<file path="config.mk">
export PLATFORM = sky130hd
export DESIGN_NAME = sf_block
export DESIGN_NICKNAME = d
export VERILOG_FILES = /design/src/hdl/sf_block.v /design/src/hdl/sf_scale.v
export VERILOG_INCLUDE_DIRS = /design/src /design/src/hdl
export SDC_FILE = /design/constraint.sdc
export NUM_CORES = 1
export LEC_CHECK = 0
export BUFFER_PORTS_ARGS = -buffer_cell sky130_fd_sc_hd__buf_2
export CORE_AREA = 2 2 250 302
export DETAILED_ROUTE_END_ITERATION = 8
export DIE_AREA = 0 0 252 304
export SYNTH_ARGS = -nofsm -noshare
export SYNTH_HDL_FRONTEND = slang
export SYNTH_SLANG_ARGS = --single-unit
</file>
<file path="constraint.sdc">
create_clock -name pclk -period 69 [get_ports pclk]
set_clock_uncertainty 0.05 [all_clocks]
set_input_delay 3.45 -clock pclk [delete_from_list [all_inputs] [get_ports pclk]]
set_output_delay 3.45 -clock pclk [all_outputs]
set_load 0.01 [all_outputs]
</file>
<file path="src/hdl/sf_block_map.vh">
// offsets, field positions, reset values and timing constants of the special-function block
// assumes a 125 MHz pclk and an 8-bit APB byte address
`ifndef SF_BLOCK_MAP_VH
`define SF_BLOCK_MAP_VH

// ----------------------------------------------------------------------
// register offsets (byte addresses)
// ----------------------------------------------------------------------
`define OFS_CTRL        8'h00
`define OFS_TIME        8'h04
`define OFS_GAIN        8'h08
`define OFS_OFFSET      8'h0c
`define OFS_STATUS      8'h10
`define OFS_COUNT       8'h14
`define OFS_ELAPSED     8'h18
`define OFS_SCALED      8'h1c
`define OFS_INTERNAL    8'h20

// ----------------------------------------------------------------------
// control register fields
// ----------------------------------------------------------------------
`define CTRL_RETAIN     0
`define CTRL_ALWAYS     1
`define CTRL_PROTECT    2
`define CTRL_TB_LO      3
`define CTRL_TB_HI      4
`define CTRL_INV_LO     8
`define CTRL_INV_HI     15
`define CTRL_RESET      32'h0000_0000

// time base codes
`define TB_SEC          2'h0
`define TB_MIN          2'h1
`define TB_HOUR         2'h2

// time parameter fields: major in [15:8], minor in [7:0]
`define TIME_MAJ_HI     15
`define TIME_MAJ_LO     8
`define TIME_MIN_HI     7
`define TIME_MIN_LO     0
`define TIME_RESET      16'h0000
`define MINOR_MAX_SEC   8'h63
`define MINOR_MAX_SIX   8'h3b
`define MUL_SEC         16'h0064
`define MUL_SIX         16'h003c

// ticks of 10 ms per minor unit for each time base
`define PRE_SEC         13'h0001
`define PRE_MIN         13'h0064
`define PRE_HOUR        13'h1770

// ----------------------------------------------------------------------
// signal input positions
// ----------------------------------------------------------------------
`define IN_SET          0
`define IN_KILL         1
`define IN_LAUNCH       2
`define IN_PULSE        3
`define IN_DIR          4
`define IN_GATE         5
`define IN_FLIP         6
`define IN_CLEAR        7
`define IN_COUNT        8

// status register fields
`define ST_Q            0
`define ST_LATCH        1
`define ST_RUN          2
`define ST_DONE         3
`define ST_POWER        4

// ----------------------------------------------------------------------
// analogue scaling
// ----------------------------------------------------------------------
`define AIN_FULL        16'h03e8
`define GAIN_LIM        16'h03e8
`define OFFSET_LIM      16'h2710
`define GAIN_RESET      16'h0064
`define OFFSET_RESET    16'h0000
`define SCALE_DIV       27'h0000064

// ----------------------------------------------------------------------
// timing
// ----------------------------------------------------------------------
`define CLK_PERIOD_NS   8
`define TICK_NS         10000000
`define SCAN_NS         1000000

`endif

</file>
<file path="src/hdl/sf_block.v">
// generic special-function block: latch, launched timer, up/down counter, analogue scaling
// assumes APB from software, signal inputs from pins, one 125 MHz clock
//
// The register offsets and register access over APB were chosen for this implementation.
`timescale 1ns/1ps
`default_nettype none
`include "sf_block_map.vh"

module sf_block #(
    parameter integer SCAN_CYCLES = `SCAN_NS / `CLK_PERIOD_NS,
    parameter integer TICK_CYCLES = `TICK_NS / `CLK_PERIOD_NS
) (
    // clock and reset
    input  wire        pclk,
    input  wire        presetn,
    // apb slave
    input  wire        psel,
    input  wire        penable,
    input  wire        pwrite,
    input  wire [7:0]  paddr,
    input  wire [31:0] pwdata,
    output reg  [31:0] prdata,
    output wire        pready,
    output wire        pslverr,
    // signal inputs, asynchronous pins
    input  wire [7:0]  in_pins,
    input  wire        power_ok,
    input  wire [15:0] analogue_in_pin,
    // on-unit parameter panel
    input  wire        panel_wr,
    input  wire [15:0] panel_wdata,
    output reg  [15:0] panel_view,
    output reg         panel_refused,
    // block outputs
    output reg         q,
    output reg  [15:0] count,
    output reg  [31:0] scaled_value
);

    // ----------------------------------------------------------------------
    // helpers
    // ----------------------------------------------------------------------
    function [15:0] clamp16;
        input signed [15:0] v;
        input signed [15:0] lim;
        begin
            if (v > lim) begin
                clamp16 = lim;
            end else if (v < -lim) begin
                clamp16 = -lim;
            end else begin
                clamp16 = v;
            end
        end
    endfunction

    function mapped;
        input [7:0] a;
        begin
            case (a)
                `OFS_CTRL, `OFS_TIME, `OFS_GAIN, `OFS_OFFSET, `OFS_STATUS,
                `OFS_COUNT, `OFS_ELAPSED, `OFS_SCALED, `OFS_INTERNAL: mapped = 1'b1;
                default: mapped = 1'b0;
            endcase
        end
    endfunction

    // ----------------------------------------------------------------------
    // registers and state
    // ----------------------------------------------------------------------
    reg  [31:0] ctrl;
    reg  [15:0] time_par;
    reg  [15:0] gain;
    reg  [15:0] offset;
    reg  [7:0]  sync1;
    reg  [7:0]  sync2;
    reg  [1:0]  pwr_sync;
    reg         pwr_prev;
    reg  [15:0] ain1;
    reg  [15:0] ain2;
    reg  [7:0]  prev_in;
    reg  [31:0] scan_cnt;
    reg  [31:0] tick_cnt;
    reg  [12:0] pre_cnt;
    reg  [15:0] elapsed;
    reg         latch;
    reg         run;
    reg         done;
    reg  [9:0]  internal_value;

    wire [9:0]  scale_internal;
    wire [31:0] scale_value;
    wire [7:0]  eff_in;
    wire        scan;
    wire        tick;
    wire        wr_en;
    wire        protect;
    wire        keep;
    wire        pwr_on;
    wire [1:0]  tbase;
    wire [15:0] minor_max;
    wire [15:0] target;
    wire [12:0] pre_max;
    wire [15:0] next_time;
    reg  [15:0] next_count;

    assign pready  = 1'b1;
    assign pslverr = psel & penable & ~mapped(paddr);
    assign wr_en   = psel & penable & pwrite & pready & mapped(paddr);
    assign protect = ctrl[`CTRL_PROTECT];
    assign keep    = ctrl[`CTRL_RETAIN] | ctrl[`CTRL_ALWAYS];
    assign tbase   = ctrl[`CTRL_TB_HI:`CTRL_TB_LO];
    assign pwr_on  = pwr_sync[1];
    assign scan    = (scan_cnt == SCAN_CYCLES - 1);
    assign tick    = (tick_cnt == TICK_CYCLES - 1);
    assign eff_in  = sync2 ^ ctrl[`CTRL_INV_HI:`CTRL_INV_LO];

    // ----------------------------------------------------------------------
    // time base decode
    // ----------------------------------------------------------------------
    // an undefined time base code behaves as seconds
    assign minor_max = (tbase == `TB_MIN || tbase == `TB_HOUR) ?
                       {8'h00, `MINOR_MAX_SIX} : {8'h00, `MINOR_MAX_SEC};
    assign pre_max   = (tbase == `TB_MIN)  ? `PRE_MIN :
                       (tbase == `TB_HOUR) ? `PRE_HOUR : `PRE_SEC;
    assign target    = time_par[`TIME_MAJ_HI:`TIME_MAJ_LO] *
                       ((tbase == `TB_MIN || tbase == `TB_HOUR) ? `MUL_SIX : `MUL_SEC)
                       + {8'h00, time_par[`TIME_MIN_HI:`TIME_MIN_LO]};

    // minor field limited to the chosen base: 99 hundredths or 59 s/min
    function [15:0] fit_time;
        input [15:0] v;
        input [15:0] mmax;
        begin
            if ({8'h00, v[`TIME_MIN_HI:`TIME_MIN_LO]} > mmax) begin
                fit_time = {v[`TIME_MAJ_HI:`TIME_MAJ_LO], mmax[7:0]};
            end else begin
                fit_time = v;
            end
        end
    endfunction

    assign next_time = fit_time(pwdata[15:0], minor_max);

    // ----------------------------------------------------------------------
    // scaling datapath
    // ----------------------------------------------------------------------
    sf_scale u_scale (
        .raw      (ain2),
        .gain     (gain),
        .offset   (offset),
        .internal (scale_internal),
        .value    (scale_value)
    );

    // ----------------------------------------------------------------------
    // synchronisers and time-base counters
    // ----------------------------------------------------------------------
    // the analogue word may tear while changing; it is only used at scan
    always @(posedge pclk or negedge presetn) begin
        if (!presetn) begin
            sync1    <= 8'h00;
            sync2    <= 8'h00;
            pwr_sync <= 2'h0;
            ain1     <= 16'h0000;
            ain2     <= 16'h0000;
            scan_cnt <= 32'h0000_0000;
            tick_cnt <= 32'h0000_0000;
        end else begin
            sync1    <= in_pins;
            sync2    <= sync1;
            pwr_sync <= {pwr_sync[0], power_ok};
            ain1     <= analogue_in_pin;
            ain2     <= ain1;
            scan_cnt <= scan ? 32'h0000_0000 : scan_cnt + 32'h0000_0001;
            tick_cnt <= tick ? 32'h0000_0000 : tick_cnt + 32'h0000_0001;
        end
    end

    // ----------------------------------------------------------------------
    // register file and panel
    // ----------------------------------------------------------------------
    always @(posedge pclk or negedge presetn) begin
        if (!presetn) begin
            ctrl          <= `CTRL_RESET;
            time_par      <= `TIME_RESET;
            gain          <= `GAIN_RESET;
            offset        <= `OFFSET_RESET;
            prdata        <= 32'h0000_0000;
            panel_view    <= 16'h0000;
            panel_refused <= 1'b0;
        end else begin
            panel_refused <= 1'b0;
            // the bus is the configuration tool; it may always write
            if (wr_en) begin
                case (paddr)
                    `OFS_CTRL:   ctrl     <= {16'h0000, pwdata[15:8], 3'h0, pwdata[4:0]};
                    `OFS_TIME:   time_par <= next_time;
                    `OFS_GAIN:   gain     <= clamp16(pwdata[15:0], `GAIN_LIM);
                    `OFS_OFFSET: offset   <= clamp16(pwdata[15:0], `OFFSET_LIM);
                    default: begin
                    end
                endcase
            end else if (panel_wr) begin
                if (protect) begin
                    panel_refused <= 1'b1;
                end else begin
                    time_par <= fit_time(panel_wdata, minor_max);
                end
            end
            panel_view <= protect ? 16'h0000 : time_par;
            if (psel & ~penable & ~pwrite) begin
                case (paddr)
                    `OFS_CTRL:     prdata <= ctrl;
                    `OFS_TIME:     prdata <= {16'h0000, time_par};
                    `OFS_GAIN:     prdata <= {{16{gain[15]}}, gain};
                    `OFS_OFFSET:   prdata <= {{16{offset[15]}}, offset};
                    `OFS_STATUS:   prdata <= {27'h0, pwr_on, done, run, latch, q};
                    `OFS_COUNT:    prdata <= {16'h0000, count};
                    `OFS_ELAPSED:  prdata <= {16'h0000, elapsed};
                    `OFS_SCALED:   prdata <= scaled_value;
                    `OFS_INTERNAL: prdata <= {22'h0, internal_value};
                    default:       prdata <= 32'h0000_0000;
                endcase
            end
        end
    end

    // ----------------------------------------------------------------------
    // block function
    // ----------------------------------------------------------------------
    always @* begin
        next_count = count;
        if (eff_in[`IN_PULSE] & ~prev_in[`IN_PULSE]) begin
            next_count = eff_in[`IN_DIR] ? count - 16'h0001 : count + 16'h0001;
        end
    end

    // state freezes while power is absent; without retention it restarts
    always @(posedge pclk or negedge presetn) begin
        if (!presetn) begin
            pwr_prev       <= 1'b0;
            prev_in        <= 8'h00;
            pre_cnt        <= 13'h0000;
            elapsed        <= 16'h0000;
            latch          <= 1'b0;
            run            <= 1'b0;
            done           <= 1'b0;
            q              <= 1'b0;
            count          <= 16'h0000;
            scaled_value   <= 32'h0000_0000;
            internal_value <= 10'h000;
        end else begin
            pwr_prev <= pwr_on;
            if (pwr_on & ~pwr_prev & ~keep) begin
                pre_cnt <= 13'h0000;
                elapsed <= 16'h0000;
                latch   <= 1'b0;
                run     <= 1'b0;
                done    <= 1'b0;
                q       <= 1'b0;
                count   <= 16'h0000;
                prev_in <= 8'h00;
            end else if (pwr_on) begin
                if (scan) begin
                    prev_in        <= eff_in;
                    scaled_value   <= scale_value;
                    internal_value <= scale_internal;
                    if (eff_in[`IN_KILL] | eff_in[`IN_CLEAR]) begin
                        pre_cnt <= 13'h0000;
                        elapsed <= 16'h0000;
                        latch   <= 1'b0;
                        run     <= 1'b0;
                        done    <= 1'b0;
                        count   <= 16'h0000;
                        q       <= eff_in[`IN_KILL] ? 1'b0 :
                                   eff_in[`IN_FLIP] & eff_in[`IN_GATE];
                    end else if (eff_in[`IN_GATE]) begin
                        count <= next_count;
                        if (eff_in[`IN_SET]) begin
                            latch <= 1'b1;
                        end
                        if (eff_in[`IN_LAUNCH] & ~prev_in[`IN_LAUNCH]) begin
                            run     <= 1'b1;
                            done    <= 1'b0;
                            elapsed <= 16'h0000;
                            pre_cnt <= 13'h0000;
                        end
                        q <= (eff_in[`IN_SET] | latch | done) ^ eff_in[`IN_FLIP];
                    end
                end else if (tick & run & eff_in[`IN_GATE] & ~eff_in[`IN_KILL]) begin
                    // timer advances on the common tick, seen at the next scan
                    if (pre_cnt == pre_max - 13'h0001) begin
                        pre_cnt <= 13'h0000;
                        if (elapsed + 16'h0001 >= target) begin
                            run  <= 1'b0;
                            done <= 1'b1;
                        end
                        elapsed <= elapsed + 16'h0001;
                    end else begin
                        pre_cnt <= pre_cnt + 13'h0001;
                    end
                end
            end
        end
    end

endmodule

`default_nettype wire

</file>
<file path="src/hdl/sf_scale.v">
// analogue scaling datapath: saturate to 0..1000, times gain in hundredths, plus offset
// purely combinational; the caller registers the result once per scan
`timescale 1ns/1ps
`default_nettype none
`include "sf_block_map.vh"

module sf_scale (
    // analogue reading, units of 10 mV
    input  wire        [15:0] raw,
    // scaling parameters, already limited to their ranges
    input  wire signed [15:0] gain,
    input  wire signed [15:0] offset,
    // results
    output wire        [9:0]  internal,
    output wire signed [31:0] value
);

    wire               over;
    wire        [15:0] full;
    wire signed [26:0] prod;
    wire        [26:0] mag;
    wire        [26:0] quot;
    wire        [26:0] trunc;

    assign full     = `AIN_FULL;
    assign over     = (raw > full);
    assign internal = over ? full[9:0] : raw[9:0];

    // hundredths dropped toward zero before the offset goes in
    assign prod  = $signed({1'b0, internal}) * gain;
    assign mag   = prod[26] ? (~prod + 27'h0000001) : prod;
    assign quot  = mag / `SCALE_DIV;
    assign trunc = prod[26] ? (~quot + 27'h0000001) : quot;
    assign value = $signed({{5{trunc[26]}}, trunc}) + $signed({{16{offset[15]}}, offset});

endmodule

`default_nettype wire

</file>
# Word-level counts from Yosys, hierarchy flattened
# Cells that the tools add are included.
dict set report totals {
  output_inout_bits 100
  wordCells 200
  reg_bits 320
  input_bits 87
}
dict set report op_classes {
  div_mod_pow 1
  multipliers 2
  eq_ne 17
  magnitude_cmp 8
  muxes 81
  reduce_logical 24
  bitwise_logic 31
  add_sub_neg 11
}
# operator n
set ops {}
lappend ops {{2-to-1 mux 16 bit} 24}
lappend ops {{case mux 32 bit (9 select lines)} 1}
lappend ops {{2-to-1 mux 13 bit} 10}
lappend ops {{adder 32 x 1 -> 32 bit (second input constant)} 2}
lappend ops {{2-to-1 mux 32 bit} 2}
lappend ops {{adder 27 x 1 -> 27 bit (second input constant)} 2}
lappend ops {{2-to-1 mux 27 bit} 2}
lappend ops {{NOT 27 bit} 2}
lappend ops {{2-to-1 mux 1 bit} 34}
lappend ops {{adder 16 x 1 -> 16 bit (second input constant)} 2}
lappend ops {{equality test 32 x 17 -> 1 bit (second input constant)} 1}
lappend ops {{equality test 32 x 21 -> 1 bit (second input constant)} 1}
lappend ops {{equality test 8 x 5 -> 1 bit (second input constant)} 4}
lappend ops {{adder 27 x 16 -> 28 bit} 1}
lappend ops {{divider 27 x 7 -> 27 bit (second input constant)} 1}
lappend ops {{multiplier 11 x 16 -> 27 bit} 1}
lappend ops {{nonzero test 3 bit} 6}
lappend ops {{adder 15 x 8 -> 16 bit} 1}
lappend ops {{equality test 8 x 4 -> 1 bit (second input constant)} 2}
lappend ops {{greater-or-equal comparator 16 bit} 1}
lappend ops {{> comparator 16 x 10 -> 1 bit (second input constant)} 1}
lappend ops {{> comparator 16 x 11 -> 1 bit (second input constant)} 1}
lappend ops {{> comparator 16 x 15 -> 1 bit (second input constant)} 1}
lappend ops {{> comparator 8 x 7 -> 1 bit} 2}
lappend ops {{other kinds (32)} 70}

# Depth between registers and ports, before layout
# Gate-level depths: netlist (run 1).
dict set report logic_depth {
  ltp_word 12
  depth_mapped 112
}

# By module
# A second synthesis (run 1) with hierarchy kept.
dict set report unflattened {
  hier_cells 3376
  area_unflattened_um2 29706.0
}
# module area_each_um2 cells_per_inst instances
set by_module_without_submodules {}
lappend by_module_without_submodules {sf_block 16195.5 1574 1}
lappend by_module_without_submodules {sf_scale 13510.5 1802 1}

# Least setup slack after synthesis (run 1)
# No wires, ideal clock.
dict set report synth_path {
  path_kind {reg-to-reg}
  startpoint {register ain2[12]}
  endpoint {register scaled_value[26]}
  setup_slack_ps 46886
  setup_ps 134
  n_path_buf 10
  arrival_time_ps 21930
  stages_incl_launch_ff 106
  cell_sequence {dfrtp_1 nor4_1 nand2_1 nor2_1 and2_0 clkbuf_1 nand2_1 fa_1 inv_1 fa_1 inv_1 fa_1 inv_1 fa_1 inv_1 fa_1 inv_1 ha_1 (+70 left out) o21bai_1 a21oi_1 o21bai_1 a21oi_1 o21bai_1 a21oi_1 o21bai_1 a21oi_1 o21bai_1 a21oi_1 o21bai_1 a21oi_1 o21bai_1 a21oi_1 o21bai_1 a21oi_1 xor2_1 o21ai_0}
}
dict set report synth_between {
  elab_chain_cells 11
}
# item line
set synth_rtl {}
lappend synth_rtl {{start: declaration} sf_block.v:80} ;# reg [15:0] ain2;
lappend synth_rtl {{start signal: assignment} sf_block.v:174} ;# ain2 <= ain1;
lappend synth_rtl {{> comparator 16 x 10 -> 1 bit *} sf_scale.v:26} ;# assign over = (raw > full);
lappend synth_rtl {{2-to-1 mux 10 bit *} sf_scale.v:27} ;# assign internal = over ? full[9:0] : raw[9:0];
lappend synth_rtl {{multiplier 11 x 16 -> 27 bit *} sf_scale.v:30} ;# assign prod = $signed({1'b0, internal}) * gain;
lappend synth_rtl {{NOT 27 bit} sf_scale.v:31} ;# assign mag = prod[26] ? (~prod + 27'h0000001) : prod;
lappend synth_rtl {{adder 27 x 1 -> 27 bit} sf_scale.v:31}
lappend synth_rtl {{2-to-1 mux 27 bit} sf_scale.v:31}
lappend synth_rtl {{divider 27 x 7 -> 27 bit (no line)} --}
lappend synth_rtl {{NOT 27 bit} sf_scale.v:33} ;# assign trunc = prod[26] ? (~quot + 27'h0000001) : quot;
lappend synth_rtl {{adder 27 x 1 -> 27 bit} sf_scale.v:33}
lappend synth_rtl {{2-to-1 mux 27 bit *} sf_scale.v:33}
lappend synth_rtl {{adder 27 x 16 -> 28 bit *} sf_scale.v:34} ;# assign value = $signed({{5{trunc[26]}}, trunc}) + $signed({{16{offset[15]}}, offset});
lappend synth_rtl {{end signal: assignment} sf_block.v:267} ;# scaled_value <= scale_value;
lappend synth_rtl {{end: declaration} sf_block.v:37} ;# output reg [31:0] scaled_value
# Every way passes the cells marked *; elsewhere a longest branch is shown, timed or not.
# A chain may end at the register's enable or synchronous reset.

# Final worst setup path (run 1)
dict set report layout_path {
  startpoint {register ain2[1]}
  endpoint {register scaled_value[26]}
}
dict set report layout_between {
  elab_chain_cells 11
}
# item line
set layout_rtl {}
lappend layout_rtl {{> comparator 16 x 10 -> 1 bit} sf_scale.v:26}
lappend layout_rtl {{2-to-1 mux 10 bit *} sf_scale.v:27}
lappend layout_rtl {{multiplier 11 x 16 -> 27 bit *} sf_scale.v:30}
lappend layout_rtl {{NOT 27 bit} sf_scale.v:31}
lappend layout_rtl {{adder 27 x 1 -> 27 bit} sf_scale.v:31}
lappend layout_rtl {{2-to-1 mux 27 bit} sf_scale.v:31}
lappend layout_rtl {{divider 27 x 7 -> 27 bit (no line)} --}
lappend layout_rtl {{NOT 27 bit} sf_scale.v:33}
lappend layout_rtl {{adder 27 x 1 -> 27 bit} sf_scale.v:33}
lappend layout_rtl {{2-to-1 mux 27 bit *} sf_scale.v:33}
lappend layout_rtl {{adder 27 x 16 -> 28 bit *} sf_scale.v:34}
# Marks and branches as above.

==> metrics.md, run 1 <==
| Metric | Value |
|---|---|
| Critical path's largest stage delay | 0.87 ns |
| Die height | 304 um |
| Largest net degree at the start of global routing | 111 |
| Most common cell on crit path | a21oi_1 |
| Status | complete, no violations |
| Max-cap viol count | 0 |
| Main combinational cell family by area after synthesis | compound AO/OA/AOI/OAI gates |
| Total wire length | 83000 um |
| Top Ports | 187 |
| Final hold vios | 0 |
| Cells after Synth | 3355 |
| CTS resizes | 0 |
| Slew @ Worst Pin | 1.25 ns |
| CTS root buf | clkbuf_16 |
| Worst-path maximum fanout | 21 |
| CORE AREA | 74000 um^2 |
| Most used DFF post-synth | dfrtp_1 |
| Antenna Diode Count | 0 |
| Asr flop ratio synth | 100% |
| First-pass GRT wire length | 134000 um |
| Library cells used by synthesis | 126 |
| # rows | 110 |
| Peak VDD IR | 18.8 uV |
| Die area | 76600 um^2 |
| Seq/Total Area, Yosys | 26.6% |
| Post-Synth XOR/XNOR Area | 7.08% |
| Clk slew on worst S/H paths | 0.07 ns |
| Slew Limit Headroom | 16.3% |
| Syn Nets | 3790 |
| Final max-slew violation count | 0 |
| Maximum clock frequency | 0.0361 GHz |
| Adder and majority gate portion of the synthesized area | 19.3% |
| Vias in the first global route | 24500 |
| Initial Util | 39.5% |
| PnR Total Power | 0.000568 W |
| CP Capture Type | flop |
| RSZ-0062 raised after global routing | false |
| Clock tree from TritonCTS | built |
| Post-route clock period utilization | 40.2% |
| Hpwl dp | 64700 um |
| CTS buffer count | 31 |
| Post-synthesis mux area share | 2.33% |
| Number of flops mapped to enable cells by yosys | 0 |
| Longest Clk Path Bufs | 3 |
| Crit start category | flop |
| Synth Area in Simple Gates | 18.8% |
| Share of post-route cells with drive strength above 1 | 10.9% |
| Number of synthesized register bits | 310 |
| Post-Syn Area | 29200 um^2 |
| Final setup margin | 41.27 ns |
| Clock sinks | 310 |
| Post-CTS Setup Inserts | 0 |
| Setup WS pre-CTS | 41.40 ns |
| Total grt overflow | 0 |
| Post-Route Setup TNS | 0 ns |
| Vias per cell | 5.65 |
| Post-route minimum period | 27.73 ns |
| Final non-filler cell total | 4417 |
| GRT Util Overall | 21.6% |
| Cells after DPL | 4359 |
| Placer Congestion | 0.917 |
| Die width | 252 um |
| DR vias | 25000 |
| # DRC | 0 |
| Worst skew pair latency | 0.60 ns |
| CP max-delay cell | o211ai_1 |
| Mapped Avg Cell Area | 8.71 um^2 |
| H-tree lvl count | 1 |
| PwrDens | 17.7 nW/um^2 |
| Area growth from synthesis to layout | 9.55% |
| WS Path Type | flop to flop |
| Antenna viol nets, final | 0 |
| Setup Viol. Count Final | 0 |
| Synth warnings | 0 |
| Synth Area in Compound Gates | 20.2% |
| Hold buffer count at CTS | 0 |
| Routed len/inst | 18.8 um |
| Initial DRC Count | 1626 |
| Initial antenna violation count | 0 |
| Port Buffers | 169 |
| # fillers | 7350 |
| Fin nets | 3875 |
| Drt pass-1 iters | 9 |
| Worst EP arrival | 28.13 ns |
| Hold crit path type | flop to flop |
| WP data required | 69.39 ns |
| Leak | 14.9 nW |
-- flip-flops by register name, summed over array words and instances, names as in the netlist, 2 cells and up --
register	flops
ain1	16
pwr_sync	2
tick_cnt	32
pre_cnt	13
time_par	16
elapsed	16
sync2	8
prev_in	2
gain	16
count	16
offset	16
internal_value	10
panel_view	16
sync1	8
ain2	16
scan_cnt	32
ctrl	13
scaled_value	28
prdata	28
-- placed cells by master (no fill, tap or decap), types with 9 or more instances in the layout --
| master | n |
|---|---|
| and3_1 | 66 |
| o21ai_0 | 180 |
| a221o_1 | 11 |
| clkbuf_16 | 31 |
| buf_4 | 33 |
| nand3_1 | 106 |
| fa_1 | 170 |
| o21a_1 | 25 |
| o2111ai_1 | 9 |
| or3_1 | 16 |
| o21ai_1 | 21 |
| inv_1 | 273 |
| a221oi_1 | 23 |
| a22oi_1 | 12 |
| mux2i_1 | 34 |
| nand4_1 | 33 |
| nor2_1 | 231 |
| buf_2 | 168 |
| o31ai_1 | 30 |
| ha_1 | 178 |
| nand2b_1 | 16 |
| and2_1 | 74 |
| mux2_2 | 29 |
| a21o_1 | 41 |
| or2_2 | 11 |
| o21bai_1 | 35 |
| nand2_1 | 375 |
| a31oi_1 | 42 |
| nor3_1 | 42 |
| nor4_1 | 26 |
| o22ai_1 | 14 |
| a211oi_1 | 20 |
| o211ai_1 | 26 |
| xor2_1 | 74 |
| a222oi_1 | 10 |
| xnor2_1 | 155 |
| dfrtp_1 | 307 |
| a311oi_1 | 9 |
| a21oi_1 | 194 |
| nor2b_1 | 63 |
-- Yosys cell counts, types with 9 or more instances --
cell type,n,area [um^2]
nand2b_1,16,100
a211oi_1,20,150
ha_1,178,2230
xnor2_1,155,1360
o31ai_1,30,225
nor3_1,44,220
nand3_1,107,536
and2_1,74,463
and3_1,66,413
fa_1,170,3400
a22oi_1,12,90.1
mux2i_1,34,340
dfrtp_1,307,7680
clkbuf_1,104,390
nor2_1,231,867
o21bai_1,35,263
o21a_1,25,188
o22ai_1,14,87.6
buf_4,12,90.1
mux2_2,29,327
xor2_1,74,648
a21o_1,41,308
inv_1,273,1020
nand2_1,375,1410
buf_1,11,41.3
a221o_1,11,110
or2_2,11,68.8
a31oi_1,42,263
a21oi_1,194,971
nand4_1,33,206
or3_1,16,100
o21ai_0,182,911
a311oi_1,9,78.8
a221oi_1,23,201
nor4_1,27,169
buf_2,22,110
o2111ai_1,9,78.8
nor2b_1,63,394
o211ai_1,26,195
o21ai_1,20,100
a222oi_1,10,100
-- power by group --
part           internal (W)  leakage, nW  switching (W)  total [W]
combinational     0.0000716         10.4       0.000115   0.000187
clock              0.000107        0.545      0.0000775   0.000184
sequential         0.000189         4.02     0.00000809   0.000197
-- critical path: cells and delay by family, from the launching register on --
kind	cells	cell delay [ns]
buf+inv	7	0.72
simple gates	23	6.24
xor+xnor	2	0.81
flops	1	0.59
fa+ha+maj	8	3.79
mux	5	2.13
compound gates	52	13.20
-- per-layer routing --
metal  part of all wire, %  track usage [%]
met5                     0                0
met4                   5.1             10.2
met3                   4.1             1.63
met2                    50             38.4
met1                    41             26.5
-- logic make-up (layout without fill, tap and decap cells) --
kind of cell             count (synthesis)  after routing
AO/OA/AOI/OAI                          849            849
XOR/XNOR                               233            233
adder cells (fa/ha/maj)                348            348
buffers and inverters                  426            536
flip-flops                             310            310
multiplexers                            64             64
other                                    1              1
AND/OR/NAND/NOR                       1124           1124
-- area by class of cell --
| class | instances | area [um^2] | share of cell area, % |
|---|---|---|---|
| inverter | 276 | 1040 | 3.24 |
| sequential | 310 | 7760 | 24.2 |
| clock buffer | 43 | 901 | 2.81 |
| timing repair buffer | 202 | 1100 | 3.45 |
| clock inverter | 15 | 205 | 0.641 |
| multi-input combinational | 2619 | 19800 | 61.9 |
| tap | 952 | 1190 | 3.72 |
-- path summary, 6_finish.rpt --
kind                          start                to  slack [ns]  cells past startpoint
setup / recovery            ain2[1]  scaled_value[26]       41.27                     97
hold / removal             sync1[7]          sync2[7]        0.30                      0
setup reg to reg            ain2[1]  scaled_value[26]       41.27                     97
hold reg to reg            sync1[7]          sync2[7]        0.30                      0
max in group asynchronous   presetn       tick_cnt[0]       64.46                      2
min in group asynchronous   presetn          count[9]        2.83                      1
-- per-stage QoR --
step	utilization [%]	instance area, um^2	hold slack [ns]
2_1_floorplan	-	29200	0.281
3_3_place_gp	41.8	30900	0.282
3_5_place_dp	41.8	30900	0.285
4_1_cts	43.2	32000	0.300
5_1_grt	43.2	32000	0.305
6_report	43.2	32000	0.295
No activity file was read; power rests on OpenSTA's default activity.
==> inputs of run 2 (changes only) <==
==> constraint.sdc (replaced) <==
create_clock -name pclk -period 28.5 [get_ports pclk]
set_clock_uncertainty 0.05 [all_clocks]
set_input_delay 1.425 -clock pclk [delete_from_list [all_inputs] [get_ports pclk]]
set_output_delay 1.425 -clock pclk [all_outputs]
set_load 0.01 [all_outputs]
==> run 2 against run 1 <==
Against the previous run:
- cell area hardly changed
- clock-buffer cell count is 2 lower
- first-iteration DRC count is 10% higher
==> metrics.md, run 2 (synthesis gave the netlist of run 1 again) <==
| Metric | Value |
|---|---|
| Leak | 14.9 nW |
| Drt pass-1 iters | 7 |
| Largest net degree at the start of global routing | 102 |
| Final setup margin | 2.09 ns |
| Fin nets | 3877 |
| FF-to-FF Start | ain2[1] |
| PwrDens | 42.7 nW/um^2 |
| Min-delay src | ain1[3] |
| Critical path's largest stage delay | 0.68 ns |
| Commonest non-fill, non-tap cell in the layout | nand2_1 |
| # fillers | 7319 |
| Worst hold stages | 0 |
| Peak VDD IR | 48.1 uV |
| First-pass GRT wire length | 134000 um |
| Die area | 76600 um^2 |
| Clock sinks | 310 |
| DR vias | 24800 |
| Total grt overflow | 0 |
| Worst EP arrival | 26.82 ns |
| Endpoint of the worst hold path | ain2[3] |
| WP data required | 28.91 ns |
| Placer Congestion | 0.905 |
| Total wire length | 83600 um |
| Hold crit path type | flop to flop |
| Area growth from synthesis to layout | 9.46% |
| Most frequent cells in the layout | nand2_1, dfrtp_1, inv_1 |
| Initial DRC Count | 1791 |
| Slew @ Worst Pin | 1.18 ns |
| Post-Route Setup TNS | 0 ns |
| Top Ports | 187 |
| Clk slew on worst S/H paths | 0.07 ns |
| Worst skew pair latency | 0.60 ns |
| Final hold vios | 0 |
| Antenna viol nets, final | 0 |
| Maximum clock frequency | 0.0379 GHz |
| Top flop regs | scan_cnt: 32 flops, tick_cnt: 32 flops |
| # DRC | 0 |
| Antenna Diode Count | 0 |
| Setup Viol. Count Final | 0 |
| Share of post-route cells with drive strength above 1 | 10.8% |
| Final max-slew violation count | 0 |
| Post-route minimum period | 26.41 ns |
| GRT Util Overall | 21.7% |
| Hpwl dp | 65200 um |
| CP top delay family | compound AO/OA/AOI/OAI gates |
| Crit start category | flop |
| Vias in the first global route | 24500 |
| Reg2reg setup slack | 2.09 ns |
| CTS root buf | clkbuf_16 |
| Vias per cell | 5.62 |
| Die height | 304 um |
| Final non-filler cell total | 4418 |
| Initial Util | 39.5% |
| Final core occ | 43.2% |
| Die width | 252 um |
| Cells after DPL | 4361 |
| Reg2reg path depth | 95 |
| CP Capture Type | flop |
| WS Path Type | flop to flop |
| CORE AREA | 74000 um^2 |
| Post-route clock period utilization | 92.7% |
| Worst Path Buf+Inv | 7 |
| Status | complete, no violations |
| Longest Clk Path Bufs | 3 |
| Setup WS pre-CTS | 1.80 ns |
| H-tree lvl count | 1 |
| CP max-delay cell | dfrtp_1 |
| Clock tree from TritonCTS | built |
| Slew Limit Headroom | 20.6% |
| Initial antenna violation count | 1 |
| Max-cap viol count | 0 |
| Routed len/inst | 18.9 um |
| Worst-path maximum fanout | 17 |
| RSZ-0062 raised after global routing | false |
| CTS buffer count | 31 |
| R2r endpoint | scaled_value[26] |
| Most common cell on crit path | a21oi_1 |
| Port Buffers | 169 |
| # rows | 110 |
[run 2: cell count changes in the layout (fill, tap and decap cells not counted), sizes merged]
cell      change
clkinvlp      +3
clkbuf        -2
clkinv        -1
buf           +2
inv           -1
[run 2: power breakdown]
part	internal, W	switching (W)	total, W
clock	0.000246	0.000187	0.000433
combinational	0.000177	0.000281	0.000458
sequential	0.000457	0.0000197	0.000477
[run 2: worst max path at each step]
stage                        start               end  slack [ns]  depth (start not counted)
after floorplan           ain2[12]  scaled_value[26]        6.39                        105
after global placement     ain2[1]  scaled_value[26]        1.80                         97
after detailed placement   ain2[1]  scaled_value[26]        1.80                         97
after CTS                  ain2[1]  scaled_value[26]        1.72                         97
after global routing       ain2[1]  scaled_value[26]        0.06                         96
final                      ain2[1]  scaled_value[26]        2.09                         95
[run 2: what timing repair did]
item                                    CTS  global route
hold buffers                              0             0
setup buffers                             0             0
endpoints found under the setup margin    0             2
gates resized for setup                   0             2
[run 2: final cells by class]
cell class / count / area, um^2 / share of cell area, %
clock buffer: 41 / 843 / 2.64
clock inverter: 16 / 211 / 0.661
inverter: 276 / 1040 / 3.24
multi-input combinational: 2619 / 19800 / 62.0
sequential: 310 / 7760 / 24.3
tap: 952 / 1190 / 3.72
timing repair buffer: 204 / 1120 / 3.50
[run 2: routing by layer]
metal,part of all wire (%),GRT usage (%),vias to the layer above
met1,41,26.5,12100
met3,3.8,1.50,145
met2,51,39.3,623
met4,4.6,9.07,2
met5,0.014,0,-
li1,-,-,12000
[run 2: stage by stage]
| step | instance area, um^2 | total power [W] | hold WS, ns |
|---|---|---|---|
| 3_3_place_gp | 30900 | 0.000934 | 0.282 |
| 4_1_cts | 32000 | 0.00137 | 0.300 |
| 2_1_floorplan | 29200 | 0.000816 | 0.281 |
| 5_1_grt | 32000 | 0.00145 | 0.305 |
| 6_report | 32000 | 0.00137 | 0.297 |
| 3_5_place_dp | 30900 | 0.000938 | 0.285 |
